--- src/hw/dslg_pkg.sv ---
package dslg_pkg;

  localparam int OPC_W = 8;
  localparam int REV_W = 16;
  localparam int CNT_W = 3;

  // Security command opcodes.
  localparam logic [7:0] OPC_SET_PW = 8'hf1;
  localparam logic [7:0] OPC_UNLOCK = 8'hf2;
  localparam logic [7:0] OPC_ERASE_PREP = 8'hf3;
  localparam logic [7:0] OPC_ERASE_UNIT = 8'hf4;
  localparam logic [7:0] OPC_FREEZE = 8'hf5;
  localparam logic [7:0] OPC_DISABLE_PW = 8'hf6;

  // Commands that a locked device refuses; device configuration only with the sub-commands below.
  localparam logic [7:0] OPC_READ_SEC = 8'h20;
  localparam logic [7:0] OPC_READ_SEC_NR = 8'h21;
  localparam logic [7:0] OPC_READ_LONG = 8'h22;
  localparam logic [7:0] OPC_READ_LONG_NR = 8'h23;
  localparam logic [7:0] OPC_READ_SEC_EXT = 8'h24;
  localparam logic [7:0] OPC_READ_DMA_EXT = 8'h25;
  localparam logic [7:0] OPC_READ_DMAQ_EXT = 8'h26;
  localparam logic [7:0] OPC_READ_MUL_EXT = 8'h29;
  localparam logic [7:0] OPC_READ_LOG_EXT = 8'h2f;
  localparam logic [7:0] OPC_WRITE_SEC = 8'h30;
  localparam logic [7:0] OPC_WRITE_SEC_NR = 8'h31;
  localparam logic [7:0] OPC_WRITE_LONG = 8'h32;
  localparam logic [7:0] OPC_WRITE_LONG_NR = 8'h33;
  localparam logic [7:0] OPC_WRITE_SEC_EXT = 8'h34;
  localparam logic [7:0] OPC_WRITE_DMA_EXT = 8'h35;
  localparam logic [7:0] OPC_WRITE_DMAQ_EXT = 8'h36;
  localparam logic [7:0] OPC_SET_MAX_EXT = 8'h37;
  localparam logic [7:0] OPC_WRITE_MUL_EXT = 8'h39;
  localparam logic [7:0] OPC_WRITE_LOG_EXT = 8'h3f;
  localparam logic [7:0] OPC_VERIFY = 8'h40;
  localparam logic [7:0] OPC_VERIFY_NR = 8'h41;
  localparam logic [7:0] OPC_VERIFY_EXT = 8'h42;
  localparam logic [7:0] OPC_FORMAT_TRK = 8'h50;
  localparam logic [7:0] OPC_SERVICE = 8'ha2;
  localparam logic [7:0] OPC_DEV_CONFIG = 8'hb1;
  localparam logic [7:0] OPC_READ_MUL = 8'hc4;
  localparam logic [7:0] OPC_WRITE_MUL = 8'hc5;
  localparam logic [7:0] OPC_READ_DMAQ = 8'hc7;
  localparam logic [7:0] OPC_READ_DMA = 8'hc8;
  localparam logic [7:0] OPC_READ_DMA_NR = 8'hc9;
  localparam logic [7:0] OPC_WRITE_DMA = 8'hca;
  localparam logic [7:0] OPC_WRITE_DMA_NR = 8'hcb;
  localparam logic [7:0] OPC_WRITE_DMAQ = 8'hcc;
  localparam logic [7:0] OPC_SET_MAX = 8'hf9;

  // Device configuration sub-commands, carried in the feature field.
  localparam logic [7:0] FEAT_CFG_RESTORE = 8'hc0;
  localparam logic [7:0] FEAT_CFG_SET = 8'hc3;

  // Master password revision code range and shipping default.
  localparam logic [15:0] REV_MIN = 16'h0001;
  localparam logic [15:0] REV_MAX = 16'hfffe;
  localparam logic [15:0] REV_DEFAULT = 16'hfffe;

  // Mismatches allowed before unlock and erase unit are refused.
  localparam logic [2:0] ATTEMPT_LIMIT = 3'h5;

  // Security mode; BOOT is the one cycle in which stored settings load.
  typedef enum logic [2:0] {
    DSLG_BOOT = 3'b001,
    DSLG_LOCKED = 3'b010,
    DSLG_UNLOCKED = 3'b100
  } dslg_mode_e;

endpackage

--- src/hw/dslg_attempt_counter.sv ---
`timescale 1ns/100ps
module dslg_attempt_counter (
  // Clock and reset.
  input wire logic ref_clk,
  input wire logic rst,
  // Events.
  input wire logic clear_req,
  input wire logic mismatch,
  // Status.
  output logic exhausted
);
  import dslg_pkg::*;

  logic [CNT_W-1:0] count_reg;
  logic [CNT_W-1:0] count_next;
  logic exhausted_reg;
  logic exhausted_next;

  // The count saturates at the limit so it cannot wrap back below it.
  always_comb begin
    count_next = count_reg;
    exhausted_next = exhausted_reg;
    if (clear_req) begin
      count_next = '0;
      exhausted_next = 1'b0;
    end else if (mismatch && !exhausted_reg) begin
      count_next = count_reg + 3'h1;
      exhausted_next = (count_reg + 3'h1) == ATTEMPT_LIMIT;
    end
  end

  // Power-on reset clears both, as does a hard reset request.
  always_ff @(posedge ref_clk) begin
    if (rst) begin
      count_reg <= '0;
      exhausted_reg <= 1'b0;
    end else begin
      count_reg <= count_next;
      exhausted_reg <= exhausted_next;
    end
  end

  assign exhausted = exhausted_reg;
endmodule

--- src/hw/dslg_gate.sv ---
`timescale 1ns/100ps
module dslg_gate (
  // Clock and resets.
  input wire logic ref_clk,
  input wire logic rst,
  input wire logic hard_rst_req,
  // Stored security settings, restored at power on.
  input wire logic nv_user_pw_set,
  input wire logic nv_level_max,
  input wire logic [dslg_pkg::REV_W-1:0] nv_master_rev,
  // Command from the host controller.
  input wire logic cmd_valid,
  input wire logic [dslg_pkg::OPC_W-1:0] cmd_opcode,
  input wire logic [dslg_pkg::OPC_W-1:0] cmd_feature,
  input wire logic cmd_pw_master,
  input wire logic cmd_level_max,
  input wire logic [dslg_pkg::REV_W-1:0] cmd_master_rev,
  input wire logic cmd_pw_match,
  // Command answer.
  output logic cmd_done,
  output logic cmd_abort,
  output logic cmd_exec,
  output logic erase_start,
  // Security status.
  output logic mode_locked,
  output logic mode_frozen,
  output logic user_pw_set,
  output logic level_max,
  output logic [dslg_pkg::REV_W-1:0] id_word92,
  output logic unlock_attempts_exhausted_flag
);
  import dslg_pkg::*;

  ////////////////////////////////////////////////////////////////////////////
  // Command classification.

  // Commands refused while locked.
  function automatic logic locked_blocks(input logic [7:0] opc, input logic [7:0] feat);
    logic hit;
    hit = 1'b0;
    case (opc)
      OPC_READ_SEC, OPC_READ_SEC_NR, OPC_READ_LONG, OPC_READ_LONG_NR,
      OPC_READ_SEC_EXT, OPC_READ_DMA_EXT, OPC_READ_DMAQ_EXT, OPC_READ_MUL_EXT,
      OPC_READ_LOG_EXT, OPC_WRITE_SEC, OPC_WRITE_SEC_NR, OPC_WRITE_LONG,
      OPC_WRITE_LONG_NR, OPC_WRITE_SEC_EXT, OPC_WRITE_DMA_EXT, OPC_WRITE_DMAQ_EXT,
      OPC_SET_MAX_EXT, OPC_WRITE_MUL_EXT, OPC_WRITE_LOG_EXT, OPC_VERIFY,
      OPC_VERIFY_NR, OPC_VERIFY_EXT, OPC_FORMAT_TRK, OPC_SERVICE, OPC_READ_MUL,
      OPC_WRITE_MUL, OPC_READ_DMAQ, OPC_READ_DMA, OPC_READ_DMA_NR, OPC_WRITE_DMA,
      OPC_WRITE_DMA_NR, OPC_WRITE_DMAQ, OPC_SET_MAX, OPC_SET_PW, OPC_DISABLE_PW,
      OPC_FREEZE: begin
        hit = 1'b1;
      end
      OPC_DEV_CONFIG: begin
        hit = (feat == FEAT_CFG_RESTORE) || (feat == FEAT_CFG_SET);
      end
      default: begin
        hit = 1'b0;
      end
    endcase
    return hit;
  endfunction

  // Commands refused while frozen and unlocked: those that touch passwords or the lock.
  function automatic logic frozen_blocks(input logic [7:0] opc);
    return (opc == OPC_SET_PW) || (opc == OPC_UNLOCK) || (opc == OPC_ERASE_PREP) ||
      (opc == OPC_ERASE_UNIT) || (opc == OPC_DISABLE_PW);
  endfunction

  ////////////////////////////////////////////////////////////////////////////
  // Security state.

  dslg_mode_e mode_reg;
  dslg_mode_e mode_next;
  logic frozen_reg;
  logic frozen_next;
  logic user_pw_reg;
  logic user_pw_next;
  logic level_max_reg;
  logic level_max_next;
  logic [REV_W-1:0] rev_reg;
  logic [REV_W-1:0] rev_next;
  logic armed_reg;
  logic armed_next;
  logic done_reg;
  logic done_next;
  logic abort_reg;
  logic abort_next;
  logic exec_reg;
  logic exec_next;
  logic erase_reg;
  logic erase_next;
  logic mismatch;
  logic blocked;
  logic expired;

  dslg_attempt_counter u_attempts (
    .ref_clk(ref_clk),
    .rst(rst),
    .clear_req(hard_rst_req),
    .mismatch(mismatch),
    .exhausted(expired)
  );

  // A filtered command is refused before any state is looked at, so the
  // abort path can never disturb the lock or the media.
  always_comb begin
    blocked = 1'b0;
    if (mode_reg == DSLG_LOCKED) begin
      blocked = locked_blocks(cmd_opcode, cmd_feature);
    end else if (frozen_reg) begin
      blocked = frozen_blocks(cmd_opcode);
    end
  end

  // One command is decided per cycle; a hard reset in the same cycle wins and
  // the command is dropped unanswered. A hard reset in the boot cycle lets the
  // stored settings load first, so a locked drive can never come up unlocked.
  always_comb begin
    mode_next = mode_reg;
    frozen_next = frozen_reg;
    user_pw_next = user_pw_reg;
    level_max_next = level_max_reg;
    rev_next = rev_reg;
    armed_next = armed_reg;
    done_next = 1'b0;
    abort_next = 1'b0;
    exec_next = 1'b0;
    erase_next = 1'b0;
    mismatch = 1'b0;
    if (hard_rst_req && mode_reg != DSLG_BOOT) begin
      mode_next = user_pw_reg ? DSLG_LOCKED : DSLG_UNLOCKED;
      armed_next = 1'b0;
    end else begin
      unique case (mode_reg)
        DSLG_BOOT: begin
          user_pw_next = nv_user_pw_set;
          level_max_next = nv_level_max;
          rev_next = nv_master_rev;
          mode_next = nv_user_pw_set ? DSLG_LOCKED : DSLG_UNLOCKED;
        end
        DSLG_LOCKED, DSLG_UNLOCKED: begin
          if (cmd_valid) begin
            done_next = 1'b1;
            armed_next = 1'b0;
            if (blocked) begin
              abort_next = 1'b1;
            end else begin
              case (cmd_opcode)
                OPC_SET_PW: begin
                  if (cmd_pw_master) begin
                    // Only the code changes; the lock stays as it is.
                    if (cmd_master_rev >= REV_MIN && cmd_master_rev <= REV_MAX) begin
                      rev_next = cmd_master_rev;
                    end
                  end else begin
                    user_pw_next = 1'b1;
                    level_max_next = cmd_level_max;
                  end
                end
                OPC_UNLOCK: begin
                  if (expired || (cmd_pw_master && level_max_reg)) begin
                    abort_next = 1'b1;
                  end else if (!cmd_pw_match) begin
                    abort_next = 1'b1;
                    mismatch = 1'b1;
                  end else begin
                    mode_next = DSLG_UNLOCKED;
                  end
                end
                OPC_ERASE_PREP: begin
                  armed_next = 1'b1;
                end
                OPC_ERASE_UNIT: begin
                  if (expired || !armed_reg) begin
                    abort_next = 1'b1;
                  end else if (!cmd_pw_match) begin
                    abort_next = 1'b1;
                    mismatch = 1'b1;
                  end else begin
                    erase_next = 1'b1;
                    mode_next = DSLG_UNLOCKED;
                    user_pw_next = 1'b0;
                  end
                end
                OPC_FREEZE: begin
                  frozen_next = 1'b1;
                end
                OPC_DISABLE_PW: begin
                  if (cmd_pw_master && level_max_reg) begin
                    abort_next = 1'b1;
                  end else if (!cmd_pw_match) begin
                    abort_next = 1'b1;
                    mismatch = 1'b1;
                  end else begin
                    user_pw_next = 1'b0;
                  end
                end
                default: begin
                  exec_next = 1'b1;
                end
              endcase
            end
          end
        end
        default: begin
          mode_next = DSLG_BOOT;
        end
      endcase
    end
  end

  // Power-on reset holds the shipping defaults until the stored settings load.
  always_ff @(posedge ref_clk) begin
    if (rst) begin
      mode_reg <= DSLG_BOOT;
      frozen_reg <= 1'b0;
      user_pw_reg <= 1'b0;
      level_max_reg <= 1'b0;
      rev_reg <= REV_DEFAULT;
      armed_reg <= 1'b0;
      done_reg <= 1'b0;
      abort_reg <= 1'b0;
      exec_reg <= 1'b0;
      erase_reg <= 1'b0;
    end else begin
      mode_reg <= mode_next;
      frozen_reg <= frozen_next;
      user_pw_reg <= user_pw_next;
      level_max_reg <= level_max_next;
      rev_reg <= rev_next;
      armed_reg <= armed_next;
      done_reg <= done_next;
      abort_reg <= abort_next;
      exec_reg <= exec_next;
      erase_reg <= erase_next;
    end
  end

  // Outputs, each straight from a flip-flop.
  assign cmd_done = done_reg;
  assign cmd_abort = abort_reg;
  assign cmd_exec = exec_reg;
  assign erase_start = erase_reg;
  assign mode_locked = mode_reg[1]; // The one-hot locked code lives in bit 1.
  assign mode_frozen = frozen_reg;
  assign user_pw_set = user_pw_reg;
  assign level_max = level_max_reg;
  assign id_word92 = rev_reg;
  assign unlock_attempts_exhausted_flag = expired;

  logic live;
  assign live = cmd_valid && !hard_rst_req && mode_reg != DSLG_BOOT;
endmodule

--- config.mk ---
export PLATFORM = sky130hd
export DESIGN_NAME = dslg_gate
export DESIGN_NICKNAME = d
export VERILOG_FILES = /design/src/hw/dslg_pkg.sv /design/src/hw/dslg_attempt_counter.sv /design/src/hw/dslg_gate.sv
export SDC_FILE = /design/constraint.sdc
export NUM_CORES = 1
export LEC_CHECK = 0
export BUFFER_PORTS_ARGS = -buffer_cell sky130_fd_sc_hd__buf_2
export CAP_MARGIN = 20
export CELL_PAD_IN_SITES_DETAIL_PLACEMENT = 0
export CELL_PAD_IN_SITES_GLOBAL_PLACEMENT = 1
export CORE_MARGIN = 2
export CORE_UTILIZATION = 37
export DETAILED_ROUTE_END_ITERATION = 8
export GPL_TIMING_DRIVEN = 0
export PLACE_DENSITY = 0.83
export RECOVER_POWER = 100
export SLEW_MARGIN = 40
export SYNTH_ARGS = -nofsm -noshare
export SYNTH_HDL_FRONTEND = slang
export SYNTH_SLANG_ARGS = --single-unit
--- constraint.sdc ---
create_clock -name ref_clk -period 5.1 [get_ports ref_clk]
set_input_delay 0.255 -clock ref_clk [delete_from_list [all_inputs] [get_ports ref_clk]]
set_output_delay 0.255 -clock ref_clk [all_outputs]
set_load 0.01 [all_outputs]
# Word-level counts from Yosys, hierarchy flattened
# Index checks and enable logic that the tools add are counted.
dict set report totals {
  register_bits 31
  elab_cells 162
}
dict set report op_classes {
  n_addsub 1
  magnitude_cmp 2
  n_eq_ne 62
  mux 51
  bitwise_logic 5
  n_reduce_logical 29
}
# op count
set op_table {}
lappend op_table {{8-bit by 6-bit equality test with 1-bit output (second input constant)} 19}
lappend op_table {{8-bit equality test (second input constant)} 19}
lappend op_table {{16-bit two-way mux} 5}
lappend op_table {{36-bit OR reduction} 1}
lappend op_table {{8-bit by 7-bit equality test with 1-bit output (second input constant)} 4}
lappend op_table {{16-bit one-hot mux with 2 select lines} 1}
lappend op_table {{1-bit two-way mux} 29}
lappend op_table {{3-bit two-way mux} 8}
lappend op_table {{16-bit by 1-bit greater-or-equal comparator with 1-bit output (second input constant)} 1}
lappend op_table {{16-bit <= comparator (second input constant)} 1}
lappend op_table {{4-bit inequality test (second input constant)} 4}
lappend op_table {{3-bit inequality test (second input constant)} 5}
lappend op_table {{2-bit inequality test (second input constant)} 6}
lappend op_table {{3-bit one-hot mux with 2 select lines} 2}
lappend op_table {{5-bit AND reduction} 2}
lappend op_table {{1-bit one-hot mux with 3 select lines} 3}
lappend op_table {{8-bit AND reduction} 1}
lappend op_table {{1-bit logical OR} 7}
lappend op_table {{7-bit AND reduction} 1}
lappend op_table {{7-bit OR reduction} 1}
lappend op_table {{3-bit equality test (second input constant)} 2}
lappend op_table {{1-bit one-hot mux with 2 select lines} 3}
lappend op_table {{6-bit AND reduction} 1}
lappend op_table {{2-bit OR reduction} 3}
lappend op_table {{13 further kinds} 21}

# Longest topological paths before layout
dict set report logic_depth {
  ltp_word 12
  ltp_mapped 9
  ltp_nobuf 7
}

# Modules after synthesis
# Synthesis repeated with hierarchy kept, for this count alone.
dict set report unflattened {
  hier_cells 272
  hier_area_um2 2198.4
}
# mod instances cells_each area_each_um2
set by_module_without_submodules {}
lappend by_module_without_submodules {dslg_gate 1 253 1996.9}
lappend by_module_without_submodules {dslg_attempt_counter 1 19 201.4}

# Worst setup path after synthesis
# No wires, ideal clock.
dict set report synth_timing {
  kind {reg2reg}
  start {register mode_reg[1]}
  end {register frozen_reg (netlist: mode_frozen)}
  setup_ns 0.070
  arrival_time_ns 2.023
  slack_ns 3.006
  stages_incl_launch_ff 7
  path_buffers 0
  period_less_slack_ns 2.094
  path_cell_list {dfxtp_1 > or3b_1 > a211oi_1 > o2111ai_1 > o41a_1 > or4_1 > a21oi_1}
}
dict set report synth_via {
  elab_chain_cells 4
  elab_cells_between_ends 9
  classes_between {eq/ne: 3; mux: 1; bitwise: 2; reduce/logical: 3}
}
# element line
set synth_lines {}
lappend synth_lines {{start, declared} dslg_gate.sv:72} ;# dslg_mode_e mode_reg;
lappend synth_lines {{start signal, assigned} dslg_gate.sv:226} ;# mode_reg <= mode_next;
lappend synth_lines {{3-bit by 2-bit equality test with 1-bit output / 3-bit by 1-bit inequality test with 1-bit output (equally long branches)} n/a}
lappend synth_lines {{1-bit two-way mux / 1-bit logical AND (equally long branches)} {dslg_gate.sv:108, dslg_gate.sv:130}}
lappend synth_lines {{1-bit inverter (no line)} n/a}
lappend synth_lines {{5-bit AND reduction (no line) *} n/a}
lappend synth_lines {{end signal, assigned} dslg_gate.sv:227} ;# frozen_reg <= frozen_next;
lappend synth_lines {{end, declared} dslg_gate.sv:74} ;# logic frozen_reg;
# Every way passes the cells marked *; elsewhere a longest branch is shown, timed or not.
# A chain may end at the register's enable or synchronous reset.

# Final worst setup path
dict set report layout_timing {
  start {register mode_reg[1]}
  end {register erase_reg (netlist: erase_start)}
}
dict set report layout_via {
  elab_chain_cells 4
  elab_cells_between_ends 8
  classes_between {eq/ne: 3; mux: 1; bitwise: 1; reduce/logical: 3}
}
# element line
set layout_lines {}
lappend layout_lines {{3-bit by 2-bit equality test with 1-bit output / 3-bit equality test (equally long branches)} {dslg_gate.sv:108, dslg_gate.sv:134}}
lappend layout_lines {{2-bit OR reduction} dslg_gate.sv:134} ;# unique case (mode_reg)
lappend layout_lines {{1-bit inverter (no line)} n/a}
lappend layout_lines {{7-bit OR reduction (no line) *} n/a}
lappend layout_lines {{end signal, assigned} dslg_gate.sv:235} ;# erase_reg <= erase_next;
lappend layout_lines {{end, declared} dslg_gate.sv:90} ;# logic erase_reg;
# Marks and branches as above.

==> impl_metrics.ini <==
[outcome]
status = finished clean

[critical_path]
path_max_fanout = 8
cp-start-kind = register
cp_cell_sequence = or3b_1 > a211oi_1 > o2111ai_1 > o41ai_1 > nand2_1 > nor4_1
end_kind = register
cpLargestDelayFamily = compound AO/OA/AOI/OAI gates
required_ps = 5300
critPathKind = register to register
arrival_ps = 3080
cp_slowest_stage_delay_ps = 1150
path_buf_inv = 0
slowest_stage = o41ai_1

[route]
wl_per_cell_um = 14.8
drcViolationCount = 0
drt_iter0_markers = 140
antenna_left = 0
via_per_inst = 5.52
vias = 2285
wl_mm = 6.11
drt_pass1_iterations = 4

[clocking]
holdBufCountCts = 0
clk_path_buf_depth = 2
clk_pin_slew_ps = 70
cts-root-buf = clkbuf_8
h-tree-depth = 2
cts_resized = 0
clock_latency_ps = 290
cts_tree = built
postCtsSetupRepairBufs = 0
cts_sinks = 31
cts_buffers = 5

[finish]
fin_util = 0.468
fillerInstances = 606
largest_register_ff_count = 16
area_growth_pct = 23.6
layoutNonFillerInstCount = 414
drive_gt1_frac = 0.246
n_antenna_cell = 0
fin_nets = 400
fin_area_um2 = 2560

[die]
num_rows = 27
core-area_um2 = 5470
start_util = 0.379
die_w_um = 78.9
die_h_um = 78.9
ios = 82
dieArea_um2 = 6220

[power]
total_power_mw = 0.703
powerDensity_nw_per_um2 = 274
leakagePower_nw = 0.911
ir_worst_vdd_mv = 0.198

[synthesis]
synthSimpleGateAreaFrac = 0.318
synth-edff-count = 0
synthArstFlopShare = 0
synth_area_per_cell_um2 = 7.97
netlist_area_um2 = 2070
syn_inst = 260
synthAdderAreaFrac = 0.0121
synthMuxAreaShare = 0.0815
synthTopCellsByArea = dfxtp_1 30%, mux2_2 8.1%, a21oi_1 5.8%
syn-num-nets = 319
yosys.area.top_type_share = 0.299
synth_compound_area_frac = 0.218
synthXorXnorAreaFrac = 0.0169
synth_top_area_cell = dfxtp_1
synth_top_family_by_area = simple AND/OR/NAND/NOR gates
ys_seq_area_frac = 0.299
ys.flop_type = dfxtp_1
yosysWarnings = 0
synth_common_cells = 31 x dfxtp_1, 31 x nor2_1, 24 x a21oi_1
ys_ff_latch = 31
yosysUniqueCellTypes = 57

[flow_run]
max_cap_violations = 0

[placed_design]
place.gp.congestion = 0.835
portBuffers = 74
place_area_um2 = 2530
dp.cells = 406
hpwl_mm = 4.83

[sta]
finalSetupTns_ps = 0
hold_viol = 0
final-setup-viol-count = 0
drv_slew = 0
fmax_mhz = 347
final.setup_skew_ps = 7.79
finalCritPeriodShare = 0.565
grt_setup_unrepaired = false
min_period_ps = 2880
slew_headroom = 0.0402
tightestPinTransition_ps = 1420

[grt]
grt_start_max_net_pins = 12
track_usage = 0.198
grt_overflow = 0
grt_pass1_wl_mm = 9.92
antenna_found_initial = 0
grt_pass1_vias = 2170

[worst_hold_path]
hp-class = input port to register
[final cells by class]
| class | count | area [um2] | area share |
|---|---|---|---|
| plain buffers | 18 | 81.3 | 0.0317 |
| clock inverters | 3 | 20.0 | 0.00781 |
| clock buffers | 5 | 68.8 | 0.0269 |
| repair buffers | 74 | 339 | 0.132 |
| inverters | 8 | 30.0 | 0.0117 |
| flip-flops and latches | 31 | 621 | 0.242 |
| multi-input cells | 203 | 1310 | 0.512 |
| well taps | 72 | 90.1 | 0.0352 |
[metal layers]
metal  wire length (um)  vias up  GRT usage
li1                   -     1142          -
met1               2650     1045      0.235
met2               2900       90      0.341
met3                484        8     0.0693
met4                 72        0     0.0534
met5                  0        -          0
[path summary, 6_finish.rpt]
check                                                from                   endpoint  slack, ps  cells after the start
worst min-delay path                         cmd_pw_match     erase_start$_SDFF_PP0_        260                      3
worst min register to register  id_word92[0]$_SDFFE_PP0P_  id_word92[0]$_SDFFE_PP0P_        470                      2
worst max-delay path             mode_reg[1]$_SDFFE_PP0P_     erase_start$_SDFF_PP0_       2220                      6
worst max register to register   mode_reg[1]$_SDFFE_PP0P_     erase_start$_SDFF_PP0_       2220                      6
[stage by stage]
stage               setup WS [ps]  hold slack, ps
finish                       2220             255
global route                 2030             245
global placement             2740             449
floorplan                    3010             394
CTS                          2720             238
detailed placement           2720             454
[cell usage in the layout, fill, tap and decap left out, drive strengths merged, types with 4 or more instances in the layout]
master  count
dfxtp      31
inv         8
clkbuf     41
o21ai       8
a21oi      24
mux2       15
nor4b       5
a211oi      5
nand4      11
nand2      15
nor4        6
o31ai       5
buf        56
nor3       20
nor2       33
nand2b      4
[worst reg2reg max path: cells and delay by family (launching register included)]
family          cells  cell delay (ps)
compound gates      3             1550
simple gates        3              870
flops               1              370
[power by group]
group	internal [mW]	total (mW)	switching [mW]
clock	0.0949	0.197	0.102
sequential	0.272	0.290	0.0179
combinational	0.0843	0.216	0.132
total	0.451	0.703	0.252
[logic make-up after synthesis]
family          after synthesis
compound gates               64
buf+inv                      26
flops                        31
simple gates                118
mux                          15
xor+xnor                      4
fa+ha+maj                     2
Note: power is estimated with default switching activity, not from simulation.
